==> src/verilog/ubs_pkg.sv <==
package ubs_pkg;

    ////////////////////////////////////////////////////////////////////////
    // data block kinds toward the controller
    localparam logic [2:0] KIND_HEAD   = 3'h0;
    localparam logic [2:0] KIND_BODY   = 3'h1;
    localparam logic [2:0] KIND_LAST   = 3'h2;
    localparam logic [2:0] KIND_REPORT = 3'h3;
    localparam logic [2:0] KIND_MISSED = 3'h4;

    // block type byte values, arbitrary encodings
    localparam logic [7:0] TYPE_HEAD   = 8'h01;
    localparam logic [7:0] TYPE_BODY   = 8'h02;
    localparam logic [7:0] TYPE_LAST   = 8'h03;
    localparam logic [7:0] TYPE_REPORT = 8'h04;
    localparam logic [7:0] TYPE_MISSED = 8'h05;
    localparam logic [7:0] TYPE_CHAN   = 8'h06;

    localparam int         NEWDESC_BIT = 4;
    localparam int         FIFO_DEPTH  = 16;
    localparam logic [2:0] CHAN_RST    = 3'h0;

    ////////////////////////////////////////////////////////////////////////
    // control message layout, msb first
    localparam int         CTL_W       = 74;
    localparam int         CTL_TYPE_HI = 73;
    localparam int         CTL_CHAN_HI = 70;
    localparam int         CTL_PAY_HI  = 67;
    localparam int         CHG_PAR_POS = 59;
    localparam logic [2:0] MSG_INTERVAL = 3'h0;
    localparam logic [2:0] MSG_DESC_CHG = 3'h1;
    localparam logic [3:0] USAGE_INIT_MAINT = 4'h3;
    localparam logic [2:0] SEL_REG_DEFINED  = 3'h0;

    ////////////////////////////////////////////////////////////////////////
    // serial register frame
    localparam logic [3:0] DIE_SELECT_OWN = 4'h0;
    localparam logic [1:0] SPI_BYTE_HDR   = 2'h0;
    localparam logic [1:0] SPI_BYTE_AHI   = 2'h1;
    localparam logic [1:0] SPI_BYTE_ALO   = 2'h2;
    localparam logic [1:0] SPI_BYTE_DATA  = 2'h3;

    typedef struct packed {
        logic [2:0] kind;
        logic [2:0] chan;
        logic [7:0] info;
    } ubs_blk_t;

    typedef struct packed {
        logic [2:0]  chan;
        logic [13:0] flow;
        logic [3:0]  usage;
        logic [13:0] len;
        logic [31:0] start;
        logic [2:0]  sel;
    } ubs_ivl_t;

    typedef enum logic [4:0] {
        ST_IDLE   = 5'b00001,
        ST_CHAN_T = 5'b00010,
        ST_CHAN_P = 5'b00100,
        ST_BLK_T  = 5'b01000,
        ST_BLK_I  = 5'b10000
    } ubs_state_t;

endpackage : ubs_pkg

==> src/verilog/ubs_fifo.sv <==
`timescale 1ns/10ps
module ubs_fifo #(
    parameter int W     = 14,
    parameter int DEPTH = 16
) (
    input  wire logic         i_clk,
    input  wire logic         i_rst,
    input  wire logic         i_valid,
    output logic              o_ready,
    input  wire logic [W-1:0] i_data,
    output logic              o_valid,
    input  wire logic         i_ready,
    output logic [W-1:0]      o_data
);
    localparam int AW = $clog2(DEPTH);

    logic [W-1:0]  mem [DEPTH];
    logic [AW-1:0] wp_reg;
    logic [AW-1:0] rp_reg;
    logic [AW:0]   cnt_reg;
    logic          ov_reg;
    logic [W-1:0]  od_reg;

    wire push = i_valid && o_ready;
    // refill the output register whenever it is empty or being drained
    wire load = (cnt_reg != '0) && (!ov_reg || i_ready);

    assign o_ready = cnt_reg != (AW+1)'(DEPTH);
    assign o_valid = ov_reg;
    assign o_data  = od_reg;

    always_ff @(posedge i_clk) begin
        if (push) begin
            mem[wp_reg] <= i_data;
        end
    end

    always_ff @(posedge i_clk or posedge i_rst) begin
        if (i_rst) begin
            wp_reg  <= '0;
            rp_reg  <= '0;
            cnt_reg <= '0;
            ov_reg  <= 1'b0;
            od_reg  <= '0;
        end else begin
            wp_reg  <= push ? wp_reg + 1'b1 : wp_reg;
            rp_reg  <= load ? rp_reg + 1'b1 : rp_reg;
            cnt_reg <= cnt_reg + (AW+1)'(push) - (AW+1)'(load);
            if (load) begin
                ov_reg <= 1'b1;
                od_reg <= mem[rp_reg];
            end else if (i_ready) begin
                ov_reg <= 1'b0;
            end
        end
    end

endmodule : ubs_fifo

==> src/verilog/ubs_sequencer.sv <==
`timescale 1ns/10ps
// Functional notes
// - first head or missed block after descriptor change carries flag; a change landing in the cycle a start info byte is accepted stays pending for the next one
// - flag is clear in every other head or missed block
// - channel-select block is type byte plus one payload byte
// - payload bits 7:3 zero, bits 2:0 channel number
// - all blocks of a burst go out without other channels
// - channel-select precedes a start block on a new channel
// - channel-select only before start blocks, never mid burst
// - message is type, channel, payload, even parity; trailing for interval, at bit 59 for descriptor change
// - type 0 interval, type 1 descriptor change, rest reserved
// - interval payload: flow, usage, length, start slot, select
// - overlapping initial maintenance accepted on any channel
// - illegal overlap raises interrupt, holds description until ack
// - select value zero supported: register-defined report contents
// - serial frame: die select, reserved, direction, address, data
// - missed block usage byte bit 4 is the new-descriptor flag
module ubs_sequencer (
    input  wire logic                 i_clk,
    input  wire logic                 i_rst,
    input  wire logic                 i_blk_valid,
    output logic                      o_blk_ready,
    input  wire ubs_pkg::ubs_blk_t    i_blk,
    output logic [7:0]                o_byte,
    output logic                      o_byte_valid,
    input  wire logic                 i_byte_ready,
    input  wire logic                 i_chan_every_burst,
    input  wire logic                 i_ctl_valid,
    input  wire logic [73:0]          i_ctl_msg,
    output logic                      o_ivl_valid,
    output ubs_pkg::ubs_ivl_t         o_ivl,
    output logic                      o_ivl_reg_report,
    output logic [7:0]                o_change_count,
    output logic                      o_ctl_err,
    input  wire logic                 i_ctl_err_clr,
    output logic                      o_ovl_irq,
    output ubs_pkg::ubs_ivl_t         o_ovl_hold,
    input  wire logic                 i_ovl_ack,
    input  wire logic                 i_spi_sclk,
    input  wire logic                 i_spi_cs_n,
    input  wire logic                 i_spi_mosi,
    output logic                      o_reg_wr,
    output logic                      o_reg_rd,
    output logic [15:0]               o_reg_addr,
    output logic [7:0]                o_reg_wdata
);
    import ubs_pkg::*;

    function automatic logic is_start(input logic [2:0] kind);
        is_start = (kind == KIND_HEAD) || (kind == KIND_MISSED);
    endfunction : is_start

    function automatic logic [7:0] type_of(input logic [2:0] kind);
        case (kind)
            KIND_HEAD:   type_of = TYPE_HEAD;
            KIND_BODY:   type_of = TYPE_BODY;
            KIND_LAST:   type_of = TYPE_LAST;
            KIND_REPORT: type_of = TYPE_REPORT;
            default:     type_of = TYPE_MISSED;
        endcase
    endfunction : type_of

    ////////////////////////////////////////////////////////////////////////
    // block queue and byte sequencer
    ubs_blk_t   q_blk;
    logic       q_valid;
    logic       q_ready;
    ubs_state_t st_reg;
    ubs_state_t st_next;
    ubs_blk_t   cur_reg;
    logic [2:0] chan_reg;
    logic [7:0] byte_reg;
    logic [7:0] byte_next;
    logic       newdesc_reg;

    ubs_fifo #(
        .W     ($bits(ubs_blk_t)),
        .DEPTH (FIFO_DEPTH)
    ) u_fifo (
        .i_clk   (i_clk),
        .i_rst   (i_rst),
        .i_valid (i_blk_valid),
        .o_ready (o_blk_ready),
        .i_data  (i_blk),
        .o_valid (q_valid),
        .i_ready (q_ready),
        .o_data  (q_blk)
    );

    wire idle      = st_reg == ST_IDLE;
    wire take      = idle && q_valid;
    wire step      = !idle && i_byte_ready;
    wire cur_start = is_start(cur_reg.kind);
    // start blocks only
    // body, last and report never trigger a channel block mid burst
    wire need_chan = is_start(q_blk.kind) && ((q_blk.chan != chan_reg) ||
                     (i_chan_every_burst && q_blk.kind == KIND_HEAD));
    wire flag_byte_done = (st_reg == ST_BLK_I) && i_byte_ready && cur_start;

    assign q_ready      = idle;
    assign o_byte       = byte_reg;
    assign o_byte_valid = !idle;

    always_comb begin
        st_next   = st_reg;
        byte_next = byte_reg;
        case (st_reg)
            ST_IDLE: begin
                if (q_valid) begin
                    st_next   = need_chan ? ST_CHAN_T : ST_BLK_T;
                    byte_next = need_chan ? TYPE_CHAN : type_of(q_blk.kind);
                end
            end
            ST_CHAN_T: begin
                if (i_byte_ready) begin
                    st_next   = ST_CHAN_P;
                    byte_next = {5'h00, cur_reg.chan};
                end
            end
            ST_CHAN_P: begin
                if (i_byte_ready) begin
                    st_next   = ST_BLK_T;
                    byte_next = type_of(cur_reg.kind);
                end
            end
            ST_BLK_T: begin
                if (i_byte_ready) begin
                    st_next   = ST_BLK_I;
                    byte_next = cur_reg.info;
                    if (cur_start) begin
                        byte_next[NEWDESC_BIT] = newdesc_reg;
                    end
                end
            end
            ST_BLK_I: begin
                if (i_byte_ready) begin
                    st_next = ST_IDLE;
                end
            end
            default: begin
                st_next = ST_IDLE;
            end
        endcase
    end

    always_ff @(posedge i_clk or posedge i_rst) begin
        if (i_rst) begin
            st_reg   <= ST_IDLE;
            byte_reg <= 8'h00;
            cur_reg  <= '0;
        end else begin
            st_reg   <= st_next;
            byte_reg <= byte_next;
            cur_reg  <= take ? q_blk : cur_reg;
        end
    end

    always_ff @(posedge i_clk or posedge i_rst) begin
        if (i_rst) begin
            chan_reg <= CHAN_RST;
        end else if (step && st_reg == ST_CHAN_P) begin
            chan_reg <= cur_reg.chan;
        end
    end

    ////////////////////////////////////////////////////////////////////////
    // control message intake
    wire [2:0] msg_type  = i_ctl_msg[CTL_TYPE_HI -: 3];
    wire       par_ivl   = ^i_ctl_msg;
    wire       par_chg   = ^i_ctl_msg[CTL_TYPE_HI:CHG_PAR_POS];
    wire       is_ivl    = msg_type == MSG_INTERVAL;
    wire       is_chg    = msg_type == MSG_DESC_CHG;
    wire       good_ivl  = i_ctl_valid && is_ivl && !par_ivl;
    wire       good_chg  = i_ctl_valid && is_chg && !par_chg;
    wire       bad_msg   = i_ctl_valid && !good_ivl && !good_chg;
    ubs_ivl_t  ivl_in;
    assign ivl_in = ubs_ivl_t'({i_ctl_msg[CTL_CHAN_HI -: 3],
                                i_ctl_msg[CTL_PAY_HI:1]});

    logic       ivl_valid_reg;
    ubs_ivl_t   ivl_reg;
    logic [7:0] ccc_reg;
    logic       err_reg;

    assign o_ivl_valid      = ivl_valid_reg;
    assign o_ivl            = ivl_reg;
    assign o_ivl_reg_report = ivl_reg.sel == SEL_REG_DEFINED;
    assign o_change_count   = ccc_reg;
    assign o_ctl_err        = err_reg;

    always_ff @(posedge i_clk or posedge i_rst) begin
        if (i_rst) begin
            ivl_valid_reg <= 1'b0;
            ivl_reg       <= '0;
            ccc_reg       <= 8'h00;
            err_reg       <= 1'b0;
            newdesc_reg   <= 1'b0;
        end else begin
            ivl_valid_reg <= good_ivl;
            ivl_reg       <= good_ivl ? ivl_in : ivl_reg;
            ccc_reg       <= good_chg ? i_ctl_msg[CTL_PAY_HI -: 8] : ccc_reg;
            err_reg       <= bad_msg || (err_reg && !i_ctl_err_clr);
            // a change arriving as the flag is used stays pending
            newdesc_reg   <= good_chg || (newdesc_reg && !flag_byte_done);
        end
    end

    ////////////////////////////////////////////////////////////////////////
    // overlap detection against the previous interval
    logic [32:0] prev_end_reg;
    logic        prev_init_reg;
    logic        prev_vld_reg;
    logic        ovl_reg;
    ubs_ivl_t    hold_reg;

    wire new_init = ivl_in.usage == USAGE_INIT_MAINT;
    wire illegal  = good_ivl && prev_vld_reg && !(new_init && prev_init_reg)
                    && ({1'b0, ivl_in.start} < prev_end_reg);

    assign o_ovl_irq  = ovl_reg;
    assign o_ovl_hold = hold_reg;

    always_ff @(posedge i_clk or posedge i_rst) begin
        if (i_rst) begin
            prev_end_reg  <= '0;
            prev_init_reg <= 1'b0;
            prev_vld_reg  <= 1'b0;
            ovl_reg       <= 1'b0;
            hold_reg      <= '0;
        end else begin
            if (good_ivl) begin
                prev_end_reg  <= {1'b0, ivl_in.start} + 33'(ivl_in.len);
                prev_init_reg <= new_init;
                prev_vld_reg  <= 1'b1;
            end
            // first offender is kept until software takes it
            ovl_reg  <= illegal || (ovl_reg && !i_ovl_ack);
            hold_reg <= (illegal && (!ovl_reg || i_ovl_ack)) ? ivl_in
                                                              : hold_reg;
        end
    end

    ////////////////////////////////////////////////////////////////////////
    // serial register frame, pins synchronised before use
    logic [2:0]  sync1_reg;
    logic [2:0]  sync2_reg;
    logic        sclk_d_reg;
    logic [2:0]  bit_reg;
    logic [1:0]  bidx_reg;
    logic [7:0]  sh_reg;
    logic        wr_dir_reg;
    logic        die_ok_reg;
    logic [15:0] addr_reg;
    logic        wr_reg;
    logic        rd_reg;
    logic [7:0]  wd_reg;
    logic        more_reg;

    wire       cs_act   = !sync2_reg[1];
    wire       rise     = sync2_reg[2] && !sclk_d_reg && cs_act;
    wire [7:0] sh_next  = {sh_reg[6:0], sync2_reg[0]};
    wire       byte_end = rise && (bit_reg == 3'h7);

    assign o_reg_wr    = wr_reg;
    assign o_reg_rd    = rd_reg;
    assign o_reg_addr  = addr_reg;
    assign o_reg_wdata = wd_reg;

    always_ff @(posedge i_clk or posedge i_rst) begin
        if (i_rst) begin
            sync1_reg  <= 3'h2;
            sync2_reg  <= 3'h2;
            sclk_d_reg <= 1'b0;
        end else begin
            sync1_reg  <= {i_spi_sclk, i_spi_cs_n, i_spi_mosi};
            sync2_reg  <= sync1_reg;
            sclk_d_reg <= sync2_reg[2];
        end
    end

    always_ff @(posedge i_clk or posedge i_rst) begin
        if (i_rst) begin
            bit_reg    <= 3'h0;
            bidx_reg   <= SPI_BYTE_HDR;
            sh_reg     <= 8'h00;
            wr_dir_reg <= 1'b0;
            die_ok_reg <= 1'b0;
            addr_reg   <= 16'h0000;
            wr_reg     <= 1'b0;
            rd_reg     <= 1'b0;
            wd_reg     <= 8'h00;
            more_reg   <= 1'b0;
        end else begin
            wr_reg <= 1'b0;
            rd_reg <= 1'b0;
            if (!cs_act) begin
                bit_reg  <= 3'h0;
                bidx_reg <= SPI_BYTE_HDR;
                more_reg <= 1'b0;
            end else if (rise) begin
                bit_reg <= bit_reg + 3'h1;
                sh_reg  <= sh_next;
            end
            if (byte_end) begin
                bidx_reg <= (bidx_reg == SPI_BYTE_DATA) ? bidx_reg
                                                        : bidx_reg + 2'h1;
                case (bidx_reg)
                    SPI_BYTE_HDR: begin
                        die_ok_reg <= sh_next[7:4] == DIE_SELECT_OWN;
                        wr_dir_reg <= sh_next[0];
                    end
                    SPI_BYTE_AHI: begin
                        addr_reg[15:8] <= sh_next;
                    end
                    SPI_BYTE_ALO: begin
                        addr_reg[7:0] <= sh_next;
                        rd_reg        <= die_ok_reg && !wr_dir_reg;
                    end
                    default: begin
                        // data bytes ignored on reads
                        wd_reg   <= sh_next;
                        wr_reg   <= die_ok_reg && wr_dir_reg;
                        // the write pulse is long gone by the next data
                        // byte, so a frame flag drives the increment
                        addr_reg <= more_reg ? addr_reg + 16'h0001
                                             : addr_reg;
                        more_reg <= 1'b1;
                    end
                endcase
            end
        end
    end

    ////////////////////////////////////////////////////////////////////////
    // checks
    property p_flag_set;
        @(posedge i_clk) disable iff (i_rst)
        (st_reg == ST_BLK_T && cur_start && newdesc_reg && i_byte_ready)
            |=> o_byte[NEWDESC_BIT];
    endproperty
    a_flag_set: assert property (p_flag_set)
        else $error("new-descriptor flag missing");

    property p_flag_clr;
        @(posedge i_clk) disable iff (i_rst)
        (st_reg == ST_BLK_T && cur_start && !newdesc_reg && i_byte_ready)
            |=> !o_byte[NEWDESC_BIT];
    endproperty
    a_flag_clr: assert property (p_flag_clr)
        else $error("new-descriptor flag set twice");

    property p_chan_pay;
        @(posedge i_clk) disable iff (i_rst)
        (st_reg == ST_CHAN_P) |-> (o_byte[7:3] == 5'h00 &&
            o_byte[2:0] == cur_reg.chan &&
            ($past(o_byte) == TYPE_CHAN || $past(st_reg) == ST_CHAN_P));
    endproperty
    a_chan_pay: assert property (p_chan_pay)
        else $error("bad channel block");

    property p_chan_before;
        @(posedge i_clk) disable iff (i_rst)
        (take && is_start(q_blk.kind) && q_blk.chan != chan_reg)
            |=> (st_reg == ST_CHAN_T) ##[1:40] (st_reg == ST_BLK_T);
    endproperty
    a_chan_before: assert property (p_chan_before)
        else $error("channel block not sent");

    property p_chan_mid;
        @(posedge i_clk) disable iff (i_rst)
        (st_reg == ST_CHAN_T) |-> cur_start;
    endproperty
    a_chan_mid: assert property (p_chan_mid)
        else $error("channel block inside burst");

    property p_burst_chan;
        @(posedge i_clk) disable iff (i_rst)
        (take && !is_start(q_blk.kind)) |=> (st_reg == ST_BLK_T) &&
            $stable(chan_reg);
    endproperty
    a_burst_chan: assert property (p_burst_chan)
        else $error("burst block changed channel");

    property p_bad_drop;
        @(posedge i_clk) disable iff (i_rst)
        bad_msg |=> (!o_ivl_valid && o_ctl_err);
    endproperty
    a_bad_drop: assert property (p_bad_drop)
        else $error("bad message not discarded");

    property p_ivl_out;
        @(posedge i_clk) disable iff (i_rst)
        good_ivl |=> (o_ivl_valid && o_ivl.start == $past(i_ctl_msg[35:4])
            && o_ivl.flow == $past(i_ctl_msg[67:54]));
    endproperty
    a_ivl_out: assert property (p_ivl_out)
        else $error("interval fields misplaced");

    property p_ovl_hold;
        @(posedge i_clk) disable iff (i_rst)
        (o_ovl_irq && !i_ovl_ack) |=> (o_ovl_irq && $stable(o_ovl_hold));
    endproperty
    a_ovl_hold: assert property (p_ovl_hold)
        else $error("overlap record lost");

    property p_spi_die;
        @(posedge i_clk) disable iff (i_rst)
        o_reg_wr |-> (die_ok_reg && wr_dir_reg);
    endproperty
    a_spi_die: assert property (p_spi_die)
        else $error("write for other die");

    c_chan_switch: cover property (@(posedge i_clk) st_reg == ST_CHAN_P);
    c_overlap: cover property (@(posedge i_clk) illegal);
    c_reg_write: cover property (@(posedge i_clk) o_reg_wr);

endmodule : ubs_sequencer

==> config.mk <==
export PLATFORM = sky130hd
export DESIGN_NAME = ubs_sequencer
export DESIGN_NICKNAME = d
export VERILOG_FILES = /design/src/verilog/ubs_pkg.sv /design/src/verilog/ubs_fifo.sv /design/src/verilog/ubs_sequencer.sv
export SDC_FILE = /design/constraint.sdc
export NUM_CORES = 1
export LEC_CHECK = 0
export BUFFER_PORTS_ARGS = -buffer_cell sky130_fd_sc_hd__buf_2
export CAP_MARGIN = 40
export CORE_MARGIN = 3
export CORE_UTILIZATION = 50
export DETAILED_ROUTE_END_ITERATION = 6
export GPL_TIMING_DRIVEN = 0
export MAX_ROUTING_LAYER = met4
export PLACE_DENSITY_LB_ADDON = 0.12
export SYNTH_ARGS = -nofsm -noshare
export SYNTH_HDL_FRONTEND = slang
export SYNTH_HIERARCHICAL = 1
export SYNTH_SLANG_ARGS = --single-unit
==> constraint.sdc <==
create_clock -name i_clk -period 9.9 [get_ports i_clk]
set_input_delay 1.485 -clock i_clk [delete_from_list [all_inputs] [get_ports i_clk]]
set_output_delay 1.485 -clock i_clk [all_outputs]
set_load 0.05 [all_outputs]
==> results.md, run 1 <==
Worst hold path:
- The instance count along the most critical hold path is 0.
- The worst hold path terminates at sync2_reg[0]$_DFF_PP0_.
- The source of the worst hold timing path is sync1_reg[0]$_DFF_PP0_.
- The worst min-delay path class is flip-flop to flip-flop.

Timing:
- The final hold violation count is 0.
- The slew at the pin closest to its max-slew limit is 0.924 ns.
- The number of setup violations in the final report is 0.
- The maximum clock rate is around 0.23 GHz.
- The final hold slack is 0.349 ns.
- The total negative setup slack is 0 ns.
- The number of max-slew violations in the final report is 0.
- The final worst-path cycle share is between 40% and 50%.
- The clock period could shrink to about 4.3 ns.
- The worst max-slew margin expressed relative to the limit is 37.9%.
- The worst-case setup margin in the final layout is 5.61 ns.
- Setup repair after global routing left no endpoint under its margin.
- Between clock sinks in the finished design, the worst skew comes to around 0.026 ns.

Critical path:
- The worst register-to-register path ends at u_fifo/cnt_reg[4]$_DFF_PP0_.
- The biggest fanout along the worst timing path is 6.
- The critical path goes through buf_2 > ha_1 > fa_1 > a211oi_1 > o21ai_0 > a22o_1 > o41ai_1 > o21ai_1 > and3_1 > nand4_1 > nor2_1 > mux2_2.
- The launch point of the critical path is i_ctl_msg[4].
- The count of cells along the worst register-to-register path is 15.
- For the worst setup path, the data arrival time is around 4.8 ns.
- The type of the worst setup path is primary input to flip-flop.
- The worst setup path is captured at a flip-flop.
- In this design, the stage delay of the slowest critical-path cell is ~0.56 ns.
- The largest individual stage delay along the critical path comes from the cell sky130_fd_sc_hd__o41ai_1.
- The worst flop-to-flop path startpoint is st_reg[1]$_DFFE_PP0P_.
- The cell family contributing the most delay on the critical path is compound AO/OA/AOI/OAI gates.
- The number of buffers and inverters on the critical path is 1.
- The setup slack of the most critical reg-to-reg path is roughly 6.5 ns.
- The startpoint kind of the worst setup timing path is a primary input.
- Data on the critical path is required at its endpoint by 10.41 ns.

Floorplanning:
- The die covers between 0.04 and 0.05 sq mm.
- The floorplan row count is 77.
- The horizontal extent of the die is 221 um.
- The total area inside the core boundary comes to about 0.045 sq mm.
- The die is ~220 um tall.
- The initial core utilization is approximately 51%.
- around 290 I/O pins were placed.

Finish:
- The fraction of final layout cells with drive strength greater than 1 is between 30% and 40%.
- The flip-flop count of the largest register, all copies and words added is ~220.
- The total number of nets in the final design is roughly 2100.
- The leading cell type in the layout, fill and taps excluded is sky130_fd_sc_hd__buf_2.
- The area growth from synthesis to layout is 18.2%.
- Once layout is complete, the cells apart from fillers number around 2600.
- u_fifo/mem holds more flip-flops than any other register.
- Counting the fill cells in the layout gives 3526.
- Leaving out fill and tap cells, the most frequent cells in the layout are sky130_fd_sc_hd__buf_2, sky130_fd_sc_hd__dfrtp_1, sky130_fd_sc_hd__edfxtp_1, sky130_fd_sc_hd__mux2_2, sky130_fd_sc_hd__xnor2_1.
- At the end of the flow the core is filled with cells to between 60% and 70%.

Clock network:
- The clock latency reported for the late side of the worst-skew pair is around 0.62 ns.
- The TritonCTS buffer count is 53.
- Clock tree synthesis found a total of a little over 500 sinks.
- The CTS tree is yes.
- The number of buffers inserted to repair setup after CTS is 0.
- In this run the deepest clock path goes through 3 buffers.
- In this run, post-CTS repair resized a total of 0 instances.
- After clock tree synthesis, the flow added hold-fix buffers numbering 0.
- The H-tree was split into 2 levels.
- The clock-pin slew on the worst setup and hold paths is ~0.070 ns.
- The cell sitting at the root of the clock tree is a sky130_fd_sc_hd__clkbuf_16.

Placed design:
- The number of input and output port buffers inserted is ~290.
- Prior to clock tree synthesis, the placed netlist has a worst setup slack of roughly 5 ns.
- The cell count after placement is ~2500.
- At the end of routability-driven placement, the weighted congestion stood at 0.845.
- The HPWL after detailed placement is 40.1 mm.

Power and ir drop:
- VDD sags by at most around 310 uV.
- The static power due to leakage is ~12 nW.
- For this design the ratio of total power to cell area is between 300 and 400 mW/mm^2.

Synthesis:
- The gate count after technology mapping is 1574.
- The area of the mapped netlist is 0.0230 sq mm.
- Each instance of the synthesized netlist takes up on average about 15 sq um.
- After synthesis, the share of flip-flops with an asynchronous set or reset is between 50% and 60%.
- The Yosys step of the flow raised 6 warnings.
- The post-synth net total is ~1800.
- The netlist uses just over 70 different library cells.
- The count of flip-flops with a built-in enable after synthesis is 224.
- The post-synthesis sequential area ratio is 61.1%.
- For this run, the leading register cell type out of synthesis is sky130_fd_sc_hd__dfrtp_1.
- Counting flops and latches in the post-synthesis netlist gives a little over 500.

GRT:
- Global routing consumed, over all layers together, 23.7% of the routing resources.
- The largest net degree at the start of global routing is about 120.
- The initial antenna violation count is 2.
- The first global-routing pass estimated roughly 85 mm of wire.
- The total grt overflow is 0.
- The via count of the first global-routing pass is approximately 14000.

Run:
- The number of max-cap violations is 0.

Detailed routing:
- For this block, the routed nets add up to approximately 56 mm of wire.
- In the routed design, unresolved DRC markers number 0.
- The number of design-rule violations left by the first detailed-router iteration is 1028.
- The detailed router placed ~14000 vias in this run.
- In the routed layout, each cell is associated on average with a via count of about 5.6.
- The post-detailed-route wirelength per cell is roughly 22 um.
- Once detail routing completed, the nets flagged for antenna violations numbered 0.
- The first TritonRoute pass finished after 5 iterations.

Outcome:
- The flow ran to the end, and the final reports show no timing, DRC or antenna violations.
==> power by group <==
group	internal (mW)	switching, mW	leakage (nW)	total [mW]
clock network	1.13	0.849	0.837	1.98
registers	2.79	0.280	5.72	3.07
logic	1.30	2.23	5.24	3.53
==> how the worst max path moves through the flow <==
stage	endpoint	slack, ns	cells past startpoint
after floorplan	bidx_reg[0]$_DFFE_PP0P_	1.12	1
after global placement	o_change_count[1]$_DFFE_PP0P_	-2.07	2
after detailed placement	prev_end_reg[32]$_DFFE_PP0P_	5.05	12
after CTS	prev_end_reg[32]$_DFFE_PP0P_	5.70	12
after global routing	prev_end_reg[32]$_DFFE_PP0P_	5.42	12
final	prev_end_reg[32]$_DFFE_PP0P_	5.61	12
==> metrics by stage <==
step / power [mW] / area [sq um]
2_1_floorplan: 5.69 / 23000
3_3_place_gp: 6.56 / 25200
3_5_place_dp: 6.65 / 25500
4_1_cts: 8.67 / 27200
5_1_grt: 9.03 / 27200
6_report: 8.58 / 27200
==> cell families (layout without fill, tap and decap cells) <==
group / after synthesis / after routing / share of synthesized area (%)
muxes: 260 / 260 / 15.9
and+or+nand+nor: 246 / 246 / 5.22
xor gates and xnor gates: 108 / 108 / 4.17
AOI/OAI and AO/OA: 226 / 226 / 6.09
buffers and inverters: 138 / 540 / 3.18
other: 0 / 3 / 0
DFF: 517 / 517 / 61.1
adders and majority gates: 79 / 79 / 4.36
==> routing by layer <==
layer | vias to the layer above | routed length, um | GRT usage, %
li1 | 6529 | - | -
met1 | 7326 | 24000 | 31.1
met2 | 423 | 27400 | 39.3
met3 | 77 | 3120 | 3.27
met4 | 0 | 1220 | 6.38
met5 | - | 0 | -
==> cell usage after synthesis, drive strengths merged (40+ instances only) <==
master  number  share of area, %
edfxtp     224                29
mux2       183               9.4
inv         74               1.2
xnor2       86               3.3
dfrtp      290                32
buf         40               1.6
mux4        56               5.6
ha          77               4.2
o21ai       75               1.6
a21oi       49               1.1
nand2       75               1.2
nor2        60              0.98
==> layout make-up <==
class                   count  area, sq um  share of cell area, %
diodes                      3         7.51                 0.0276
repair buffers            305         1670                   6.15
well taps                 592          741                   2.72
flip-flops and latches    517        14100                   51.7
clock buffers              66         1430                   5.24
inverters                  74          285                   1.05
plain buffers              64          455                   1.67
clock inverters            31          300                   1.10
multi-input cells         919         8260                   30.4
Power figures use the tool's default switching activity.
==> run 2, diff against run 1 <==
- ABC_AREA: not set -> 1
- clock period: 9.9 -> 4.5 ns (I/O delays scaled with it)
==> run 2 against run 1 <==
Count of clock-buffer cells in the layout grew 11; cell area rose by 7.4%; clock power rose by 120%; global-route usage up 4.6 points; synthesized cell count rose by 79%; critical path type is now flip-flop to flip-flop; critical endpoint is now u_fifo/cnt_reg[4]$_DFF_PP0_.
==> results.md, run 2 <==
GRT:
- The initial antenna violation count came to 1.
- The first-pass GRT wire length is around 110 mm.
- Summed over all layers, the global routing overflow is 0.
- Entering global routing, the biggest net connects 40 pins.
- The via count of the first global-routing pass was just under 20000.
- The total track usage is approximately 28%.

Synthesis:
- The most frequently used flop master after synthesis is sky130_fd_sc_hd__dfrtp_1.
- After synthesis the netlist holds a flip-flop and latch count of 517.
- The dominant combinational cell family by area after synthesis is simple AND/OR/NAND/NOR gates.
- The gate count after technology mapping is 2823.
- The count of warnings emitted by yosys is 6.
- Multiplexer cells account for 0.452% of the synthesized area.
- The simple-gate portion of the synthesized area is a little under a quarter.
- Summing the areas of all xor and xnor instances in the mapped netlist gives under 10% of the synthesized area.
- The adder and majority cell fraction of the synthesized area is under 10%.
- Among all cell types in the netlist, the one instantiated most often is sky130_fd_sc_hd__nand2_1.
- The library cell occupying the most area in the post-synthesis netlist is sky130_fd_sc_hd__dfrtp_1.
- The area fraction in compound gates after synthesis is under 10%.
- For this run, the register share of the synthesized area comes to 56.4%.
- Of all flip-flops after synthesis, the portion carrying an async set or reset was between 50% and 60%.
- Counting flops with a built-in enable in the synthesized netlist gives between 200 and 250.
- After synthesis, the mean cell area works out to slightly below 9 sq um.
- Of the post-synthesis cell area, the dominant cell type holds slightly below 30%.
- The unique cell type count in the Yosys netlist is 46.
- Sorting the synthesized cells by area gives the leading types as sky130_fd_sc_hd__dfrtp_1, sky130_fd_sc_hd__edfxtp_1, sky130_fd_sc_hd__nand2_1, sky130_fd_sc_hd__inv_1, sky130_fd_sc_hd__nand3_1.
- The number of nets in the synthesized netlist is ~3000.
- Ranked by instance count, the synthesized netlist is headed by sky130_fd_sc_hd__nand2_1, sky130_fd_sc_hd__inv_1, sky130_fd_sc_hd__dfrtp_1, sky130_fd_sc_hd__nand3_1, sky130_fd_sc_hd__edfxtp_1.
- After synthesis the cells add up to roughly 0.025 sq mm.

Clock network:
- After clock tree synthesis, the repair step resized 0 gates.
- The largest buffer count on any clock path is 3.
- In this run, post-CTS hold repair placed 0 buffers.
- The number of sinks driven by the clock tree is slightly above 500.
- For the worst-skew pair, the clock arrives at the later sink with an insertion delay of around 0.60 ns.
- The clock root buffer is sky130_fd_sc_hd__clkbuf_16.
- In this run the post-CTS setup repair buffer count came out at 0.
- After clock tree synthesis, the clock-pin slew on the worst setup and hold paths is ~0.060 ns.
- The H-tree was split into 2 levels.
- The TritonCTS buffer count is 54.
- TritonCTS built the clock tree.

Critical path:
- The end of the worst register-to-register path is u_fifo/cnt_reg[4]$_DFF_PP0_.
- STA puts the critical path data arrival time at around 3.8 ns.
- The setup slack of the most critical reg-to-reg path is roughly 1.1 ns.
- The worst register-to-register path begins at st_reg[0]$_DFFE_PP1P_.
- STA classifies the critical path startpoint as a flip-flop.
- For the worst flop-to-flop path, the logic depth is 15.
- The category of the worst setup path capture point is a flip-flop.
- At the worst endpoint, the required time is about 5.0 ns.
- The worst setup path is of the flip-flop to flip-flop kind.
- The biggest fanout along the worst timing path is 10.

Timing:
- The final worst-path cycle share is 74.9%.
- Headroom to the max-slew limit came out at 46.8%.
- Setup slack closes at between 1 and 1.5 ns.
- Setup repair after global routing left no endpoint under its margin.
- The final hold violation count is 0.
- At the pin with the least slew margin, the transition time is a little under 0.8 ns.
- The maximum clock rate is 0.297 GHz.
- The setup skew after layout is 0.0167 ns.
- The number of max-slew violations in the final report came to 0.
- The time the worst path needs with I/O delays and setup is between 3 and 4 ns.
- Setup violations remaining at the end of the flow were counted as 0.

Finish:
- The leading cell type in the layout, fill and taps excluded is sky130_fd_sc_hd__nand2_1.
- The flip-flop count of the largest register, all copies and words added is 224.
- From synthesis to final layout, the design area changed by 17.3%.
- The register name with the most flops is u_fifo/mem.
- Fill cells in the final layout number about 4400.
- The sequential cell area in the final layout is 0.0141 sq mm.
- The fraction of final layout cells with drive strength greater than 1 is between 10% and 20%.
- The area of combinational cells with multiple inputs is 0.00887 sq mm.
- The top cell types in the final layout, fill and taps aside, are sky130_fd_sc_hd__nand2_1, sky130_fd_sc_hd__inv_1, sky130_fd_sc_hd__buf_2, sky130_fd_sc_hd__dfrtp_1, sky130_fd_sc_hd__nand3_1.
- Once layout is complete, the utilization of the core stands at roughly three fifths.
- In the final design database the tool counted about 3400 nets.
- Summing all non-filler instances in the final layout gives an area of 0.0292 sq mm.

Floorplanning:
- The floorplan step defined a die boundary enclosing about 0.053 sq mm.
- 287 I/O pins were placed.
- The height of the chip is about 230 um.
- In this run the standard cell core region covers slightly below 0.05 sq mm.
- The floorplan has between 80 and 90 rows.
- The initial utilization of the core area, before any placement, comes to around half.
- The die is 229 um wide.

Detailed routing:
- The first TritonRoute pass finished after 5 iterations.
- The routed layout has just over 20000 vias.
- After detailed routing, the average wire length per cell comes to roughly 19 um.
- The remaining number of nets flagged by the antenna check after routing is 0.
- The DRC violations left is 0.
- The routed design has a little over 70 mm of wire.
- Dividing the detail-routed via count by the number of cells gives roughly 5.3.
- For this block, the initial DRC count from the detailed router was between 1500 and 2000.

Placed design:
- Summing all placed instances gives a cell area of between 0.02 and 0.03 sq mm.
- After legalization and detailed placement, the total HPWL measured ~54 mm.
- Before CTS, the worst setup slack after placement is approximately 1 ns.
- The number of input and output port buffers inserted is around 280.
- At the end of routability-driven placement, the weighted congestion stood at roughly 0.94.

Power and ir drop:
- The total power of the final layout is 20.0 mW.
- The analysis attributes to cell leakage a power of 14.9 nW.
- The total power density per cell area is 683 mW/mm^2.
- The maximum ir drop on the vdd rail is between 300 and 400 uV.

Outcome:
- The run finished with clean final reports.

Run:
- The number of max-cap violations is 0.

Worst hold path:
- The worst min-delay path class is primary input to asynchronous set/reset pin.
[run 2: cell types whose count changed after synthesis, sizes merged, moves of 21 or more]
cell   before   now
mux2      183    10
nand3      21   281
a21o       26     1
nand2      75  1002
buf        40    68
o21ai      75   172
xnor2      86    39
mux2i      21     0
inv        74   378
mux4       56     0
[run 2: per-stage QoR]
stage / setup TNS [ns] / hold slack [ns] / cells
floorplan: 0 / 0.331 / 2823
global placement: -333.96 / 0.335 / 3769
detailed placement: 0 / 0.338 / 3793
CTS: 0 / 0.0861 / 3893
global route: 0 / 0.132 / 3894
finish: 0 / 0.121 / 3894
[run 2: report_power, final]
part	internal (mW)	leakage, nW	switching [mW]
Sequential	6.23	5.77	0.713
Combinational	2.27	8.23	6.34
Clock	2.57	0.858	1.85
[run 2: kinds of logic after synthesis]
family,after synthesis
multiplexers,10
AND/OR/NAND/NOR,1388
XOR/XNOR,80
adder cells (fa/ha/maj),79
AO/OA/AOI/OAI,264
flip-flops,517
buffers and inverters,485
[run 2: final cells by class]
cell class | count | share of cell area (%)
Antenna cell | 1 | 0.00856
Buffer | 104 | 1.91
Tap cell | 664 | 2.84
Timing Repair Buffer | 306 | 5.86
Clock buffer | 77 | 5.34
Sequential cell | 517 | 48.1
Multi-Input combinational cell | 1821 | 30.4
Inverter | 381 | 4.91
Clock inverter | 23 | 0.646
[run 2: worst max path at each step]
stage	start	endpoint	slack [ns]	cells after the start
final	st_reg[0]$_DFFE_PP1P_	u_fifo/cnt_reg[4]$_DFF_PP0_	1.13	15
after global placement	i_rst	o_ivl[9]$_DFFE_PP0P_	-1.33	2
after detailed placement	i_ctl_msg[6]	o_ovl_hold[62]$_DFFE_PP0P_	1.02	17
after global routing	st_reg[0]$_DFFE_PP1P_	u_fifo/cnt_reg[4]$_DFF_PP0_	0.82	15
after CTS	st_reg[0]$_DFFE_PP1P_	u_fifo/cnt_reg[4]$_DFF_PP0_	1.14	15
after floorplan	i_rst	bidx_reg[0]$_DFFE_PP0P_	0.33	1
[run 2: worst max-delay path: stages (launching register included)]
cell and delay, ns:
sky130_fd_sc_hd__dfstp_2 0.55, sky130_fd_sc_hd__inv_1 0.08, sky130_fd_sc_hd__nor4_2 0.50, sky130_fd_sc_hd__inv_1 0.08, sky130_fd_sc_hd__nand2_1 0.09, sky130_fd_sc_hd__nand2_1 0.20
sky130_fd_sc_hd__inv_1 0.12, sky130_fd_sc_hd__buf_2 0.24, sky130_fd_sc_hd__ha_1 0.27, sky130_fd_sc_hd__inv_1 0.06, sky130_fd_sc_hd__ha_1 0.15, sky130_fd_sc_hd__inv_1 0.05
sky130_fd_sc_hd__fa_1 0.40, sky130_fd_sc_hd__o21ai_0 0.19, sky130_fd_sc_hd__a21oi_1 0.10, sky130_fd_sc_hd__xor2_1 0.14
[run 2: routing by layer]
| metal | global-route usage [%] | wire (um) | part of all wire, % |
|---|---|---|---|
| met3 | 3.79 | 5010 | 6.9 |
| met4 | 11.5 | 3180 | 4.4 |
| met5 | - | 0 | 0 |
| met1 | 37.4 | 30800 | 43 |
| met2 | 44.6 | 33300 | 46 |
==> run 3, diff against run 2 <==
- ABC_AREA: 1 -> 0
- clock period: 4.5 -> 2.73 ns (I/O delays scaled with it)
==> run 3 against run 2 <==
The flow now finishes with violations (negative setup slack); first-iteration DRC count down 39%; highest routed layer unchanged; non-clock buffer count up 9; largest cell class unchanged; critical path type unchanged; sequential share of layout area up 1.3 points; global-route usage down 3.2 points; utilization up 3.8 points; cell area down 2.6%; maximum frequency up 17%.
==> results.md, run 3 (synthesized netlist as in run 1, its figures left out) <==
Outcome:
- The run finished, with violations left.
- The checks that failed: negative setup slack.

Finish:
- The register with the most flip-flops in the layout has 224 of them.
- The total number of nets in the final design is roughly 2200.
- The post-route netlist has between 30% and 40% of its cells at a drive strength greater than 1.
- The fill cell total of the finished layout is about 3400.
- Leaving out fill and tap cells, the most frequent cell in the layout is sky130_fd_sc_hd__buf_2.
- u_fifo/mem holds more flip-flops than any other register.
- The count of cells in the finished layout, fillers not included, comes to approximately 2600.
- Leaving out fill and tap cells, the most frequent cells in the layout are sky130_fd_sc_hd__buf_2, sky130_fd_sc_hd__dfrtp_1, sky130_fd_sc_hd__edfxtp_1, sky130_fd_sc_hd__mux2_2, sky130_fd_sc_hd__xnor2_1.
- The layout-stage area growth over the synthesis result is 23.6%.

Timing:
- Clock skew on the completed layout was measured at 0.0124 ns.
- The worst path uses 105% of the clock period.
- The number of setup violations in the final report is 41.
- Setup repair after global routing could not meet its margin everywhere.
- The routed design could run at a clock period as short as 2.87 ns.
- The final hold violation count was 0.
- The worst max-slew margin expressed relative to the limit is 41.0%.
- Once routing completed, OpenROAD measured the worst setup slack at -0.141 ns.
- The final hold slack is around 0.070 ns.
- For the final routed database, the setup TNS stands at -2.86 ns.
- The number of max-slew violations in the final report is 0.
- Derived from the worst setup path, the maximum achievable clock frequency is ~0.35 GHz.
- The slew at the pin closest to its max-slew limit is roughly 0.88 ns.

Floorplanning:
- The I/O pin total is about 290.
- The floorplan row count is between 70 and 80.
- The die footprint is about 0.049 sq mm.
- From bottom edge to top edge, the die measures between 200 and 250 um.
- The initial utilization of the core area, before any placement, comes to between 50% and 60%.
- The horizontal extent of the die is 221 um.
- The area inside the core boundary is around 0.045 sq mm.

Critical path:
- The data arrival time of the critical path is approximately 3.4 ns.
- The biggest fanout along the worst timing path is 5.
- The worst flop-to-flop path startpoint is prev_end_reg[6]$_DFFE_PP0P_.
- In this run the worst setup path terminates at o_ovl_hold[25]$_DFFE_PP0P_.
- The critical path starts at prev_end_reg[6]$_DFFE_PP0P_.
- The data required time of the worst path is ~3.2 ns.
- The number of cells on the worst reg-to-reg path is 14.
- The startpoint kind of the worst setup timing path is a flip-flop.
- The critical path is of the flip-flop to flip-flop type.
- The worst setup path is captured at a flip-flop.
- The end of the worst register-to-register path is o_ovl_hold[25]$_DFFE_PP0P_.
- The setup slack of the most critical reg-to-reg path is -0.14 ns.

Power and ir drop:
- The total power density per cell area is about 1100 mW/mm^2.
- The maximum ir drop on the vdd rail is just under 800 uV.
- Total power for the finished layout comes to 32.6 mW.
- The static power due to leakage is 12.4 nW.

Clock network:
- The longest clock path from root to sink contains 3 buffers.
- The number of sinks driven by the clock tree is 517.
- The clock root buffer is sky130_fd_sc_hd__clkbuf_16.
- CTS built an H-tree with a depth of 2.
- The clock latency reported for the late side of the worst-skew pair is 0.62 ns.
- Clock-pin slew was measured on the worst setup and hold paths at roughly 0.06 ns.
- The TritonCTS buffer count is 55.
- TritonCTS built the clock tree.

Detailed routing:
- In the routed design, unresolved DRC markers number 0.
- The wire length reported by the detailed router is slightly below 60 mm.
- The remaining number of nets flagged by the antenna check after routing is 0.
- For this block, the via count after detailed routing is 14690.
- The first detailed-routing pass ran for 5 iterations.
- After detailed routing, the average wire length per cell comes to 22.4 um.
- The number of design-rule violations left by the first detailed-router iteration is approximately 1100.
- Using the TritonRoute via totals, the vias-per-cell ratio works out to roughly 5.6.

GRT:
- The initial antenna violation count is 2.
- The total track usage is between 20% and 30%.
- Entering global routing, the biggest net connects 39 pins.
- For this run the aggregate overflow at the end of global routing stands at 0.
- The via count of the first global-routing pass came to about 15000.
- The first global-routing pass estimated slightly below 90 mm of wire.

Run:
- The number of max-cap violations is 0.

Worst hold path:
- The worst min-delay path class is primary input to flip-flop.
- The instance count along the most critical hold path is 2.

Placed design:
- Buffers placed on the I/O ports in this run total 286.
- The cell count after placement is 2475.
- The HPWL after detailed placement is 41.5 mm.
- The final weighted congestion of routability-driven global placement is just under 0.9.
==> run 3: cell types whose count changed in the layout (fill, tap and decap cells not counted), moves of 25 or more <==
cell / delta
sky130_fd_sc_hd__o21ai_0: -71
sky130_fd_sc_hd__a21o_1: +25
sky130_fd_sc_hd__nand3_1: -259
sky130_fd_sc_hd__buf_2: -40
sky130_fd_sc_hd__mux2_2: +135
sky130_fd_sc_hd__nand2_1: -926
sky130_fd_sc_hd__mux2_4: +38
sky130_fd_sc_hd__xnor2_1: +44
sky130_fd_sc_hd__o21ai_1: -27
sky130_fd_sc_hd__mux4_2: +51
sky130_fd_sc_hd__inv_1: -307
==> run 3: report_power, final <==
| part | switching, mW | total (mW) | internal [mW] | leakage (nW) |
|---|---|---|---|---|
| Combinational | 8.43 | 13.7 | 5.29 | 5.70 |
| Sequential | 1.04 | 11.2 | 10.1 | 5.72 |
| Clock | 3.12 | 7.75 | 4.62 | 0.950 |
==> run 3: critical path, cell delays in order (launching register included) <==
cell,delay (ns)
sky130_fd_sc_hd__dfrtp_1,0.37
sky130_fd_sc_hd__inv_2,0.07
sky130_fd_sc_hd__ha_4,0.20
sky130_fd_sc_hd__a211oi_4,0.22
sky130_fd_sc_hd__nor2_2,0.08
sky130_fd_sc_hd__a2111oi_4,0.30
sky130_fd_sc_hd__a211oi_2,0.15
sky130_fd_sc_hd__o31ai_2,0.19
sky130_fd_sc_hd__a31o_2,0.23
sky130_fd_sc_hd__nand4_4,0.12
sky130_fd_sc_hd__buf_6,0.15
sky130_fd_sc_hd__buf_12,0.13
sky130_fd_sc_hd__buf_12,0.12
sky130_fd_sc_hd__buf_16,0.12
sky130_fd_sc_hd__mux2_2,0.26
==> run 3: cell type report <==
| type | instances | area [sq um] | area share [%] |
|---|---|---|---|
| plain buffers | 63 | 569 | 2.00 |
| well taps | 592 | 741 | 2.60 |
| clock buffers | 72 | 1530 | 5.38 |
| clock inverters | 31 | 360 | 1.27 |
| repair buffers | 356 | 2340 | 8.21 |
| diodes | 2 | 5.00 | 0.0176 |
| inverters | 74 | 288 | 1.01 |
| multi-input cells | 919 | 8570 | 30.1 |
| flip-flops and latches | 517 | 14100 | 49.4 |
==> run 3: layer usage <==
metal / routed length, um / track usage [%] / vias up
met5: 0 / - / -
met4: 1630 / 7.49 / 0
met3: 3430 / 4.09 / 96
met2: 28900 / 41.2 / 422
met1: 24800 / 32.5 / 7512
li1: - / - / 6660
==> run 3: how the worst min path moves through the flow <==
stage                                 from                    endpoint  slack, ns
floorplan           sync1_reg[0]$_DFF_PP0_      sync2_reg[0]$_DFF_PP0_       0.33
global route                 i_ctl_msg[50]  o_ovl_hold[49]$_DFFE_PP0P_       0.06
finish                       i_ctl_msg[50]  o_ovl_hold[49]$_DFFE_PP0P_       0.07
detailed placement  sync1_reg[2]$_DFF_PP0_      sync2_reg[2]$_DFF_PP0_       0.35
global placement    sync1_reg[0]$_DFF_PP0_      sync2_reg[0]$_DFF_PP0_       0.33
CTS                          i_ctl_msg[50]  o_ovl_hold[49]$_DFFE_PP0P_       0.04
==> run 3: per-stage QoR <==
step	instance area, sq um	util (%)	worst slack (ns)
6_report	28500	63.4	-0.141
5_1_grt	28500	63.4	-0.267
4_1_cts	28300	63.0	-0.246
3_5_place_dp	25800	57.4	-0.775
3_3_place_gp	25400	56.5	-2.89
2_1_floorplan	23200	-	-1.17
==> run 3: timing repair <==
| item | in CTS | in global routing |
|---|---|---|
| endpoints found under the setup margin | 232 | 315 |
| hold endpoints to repair | 40 | 0 |
| resized for setup | 50 | 48 |
| gates cloned | 8 | 0 |
| hold buffers | 5 | 0 |
| setup buffers | 19 | 20 |
| pin swaps | 12 | 19 |
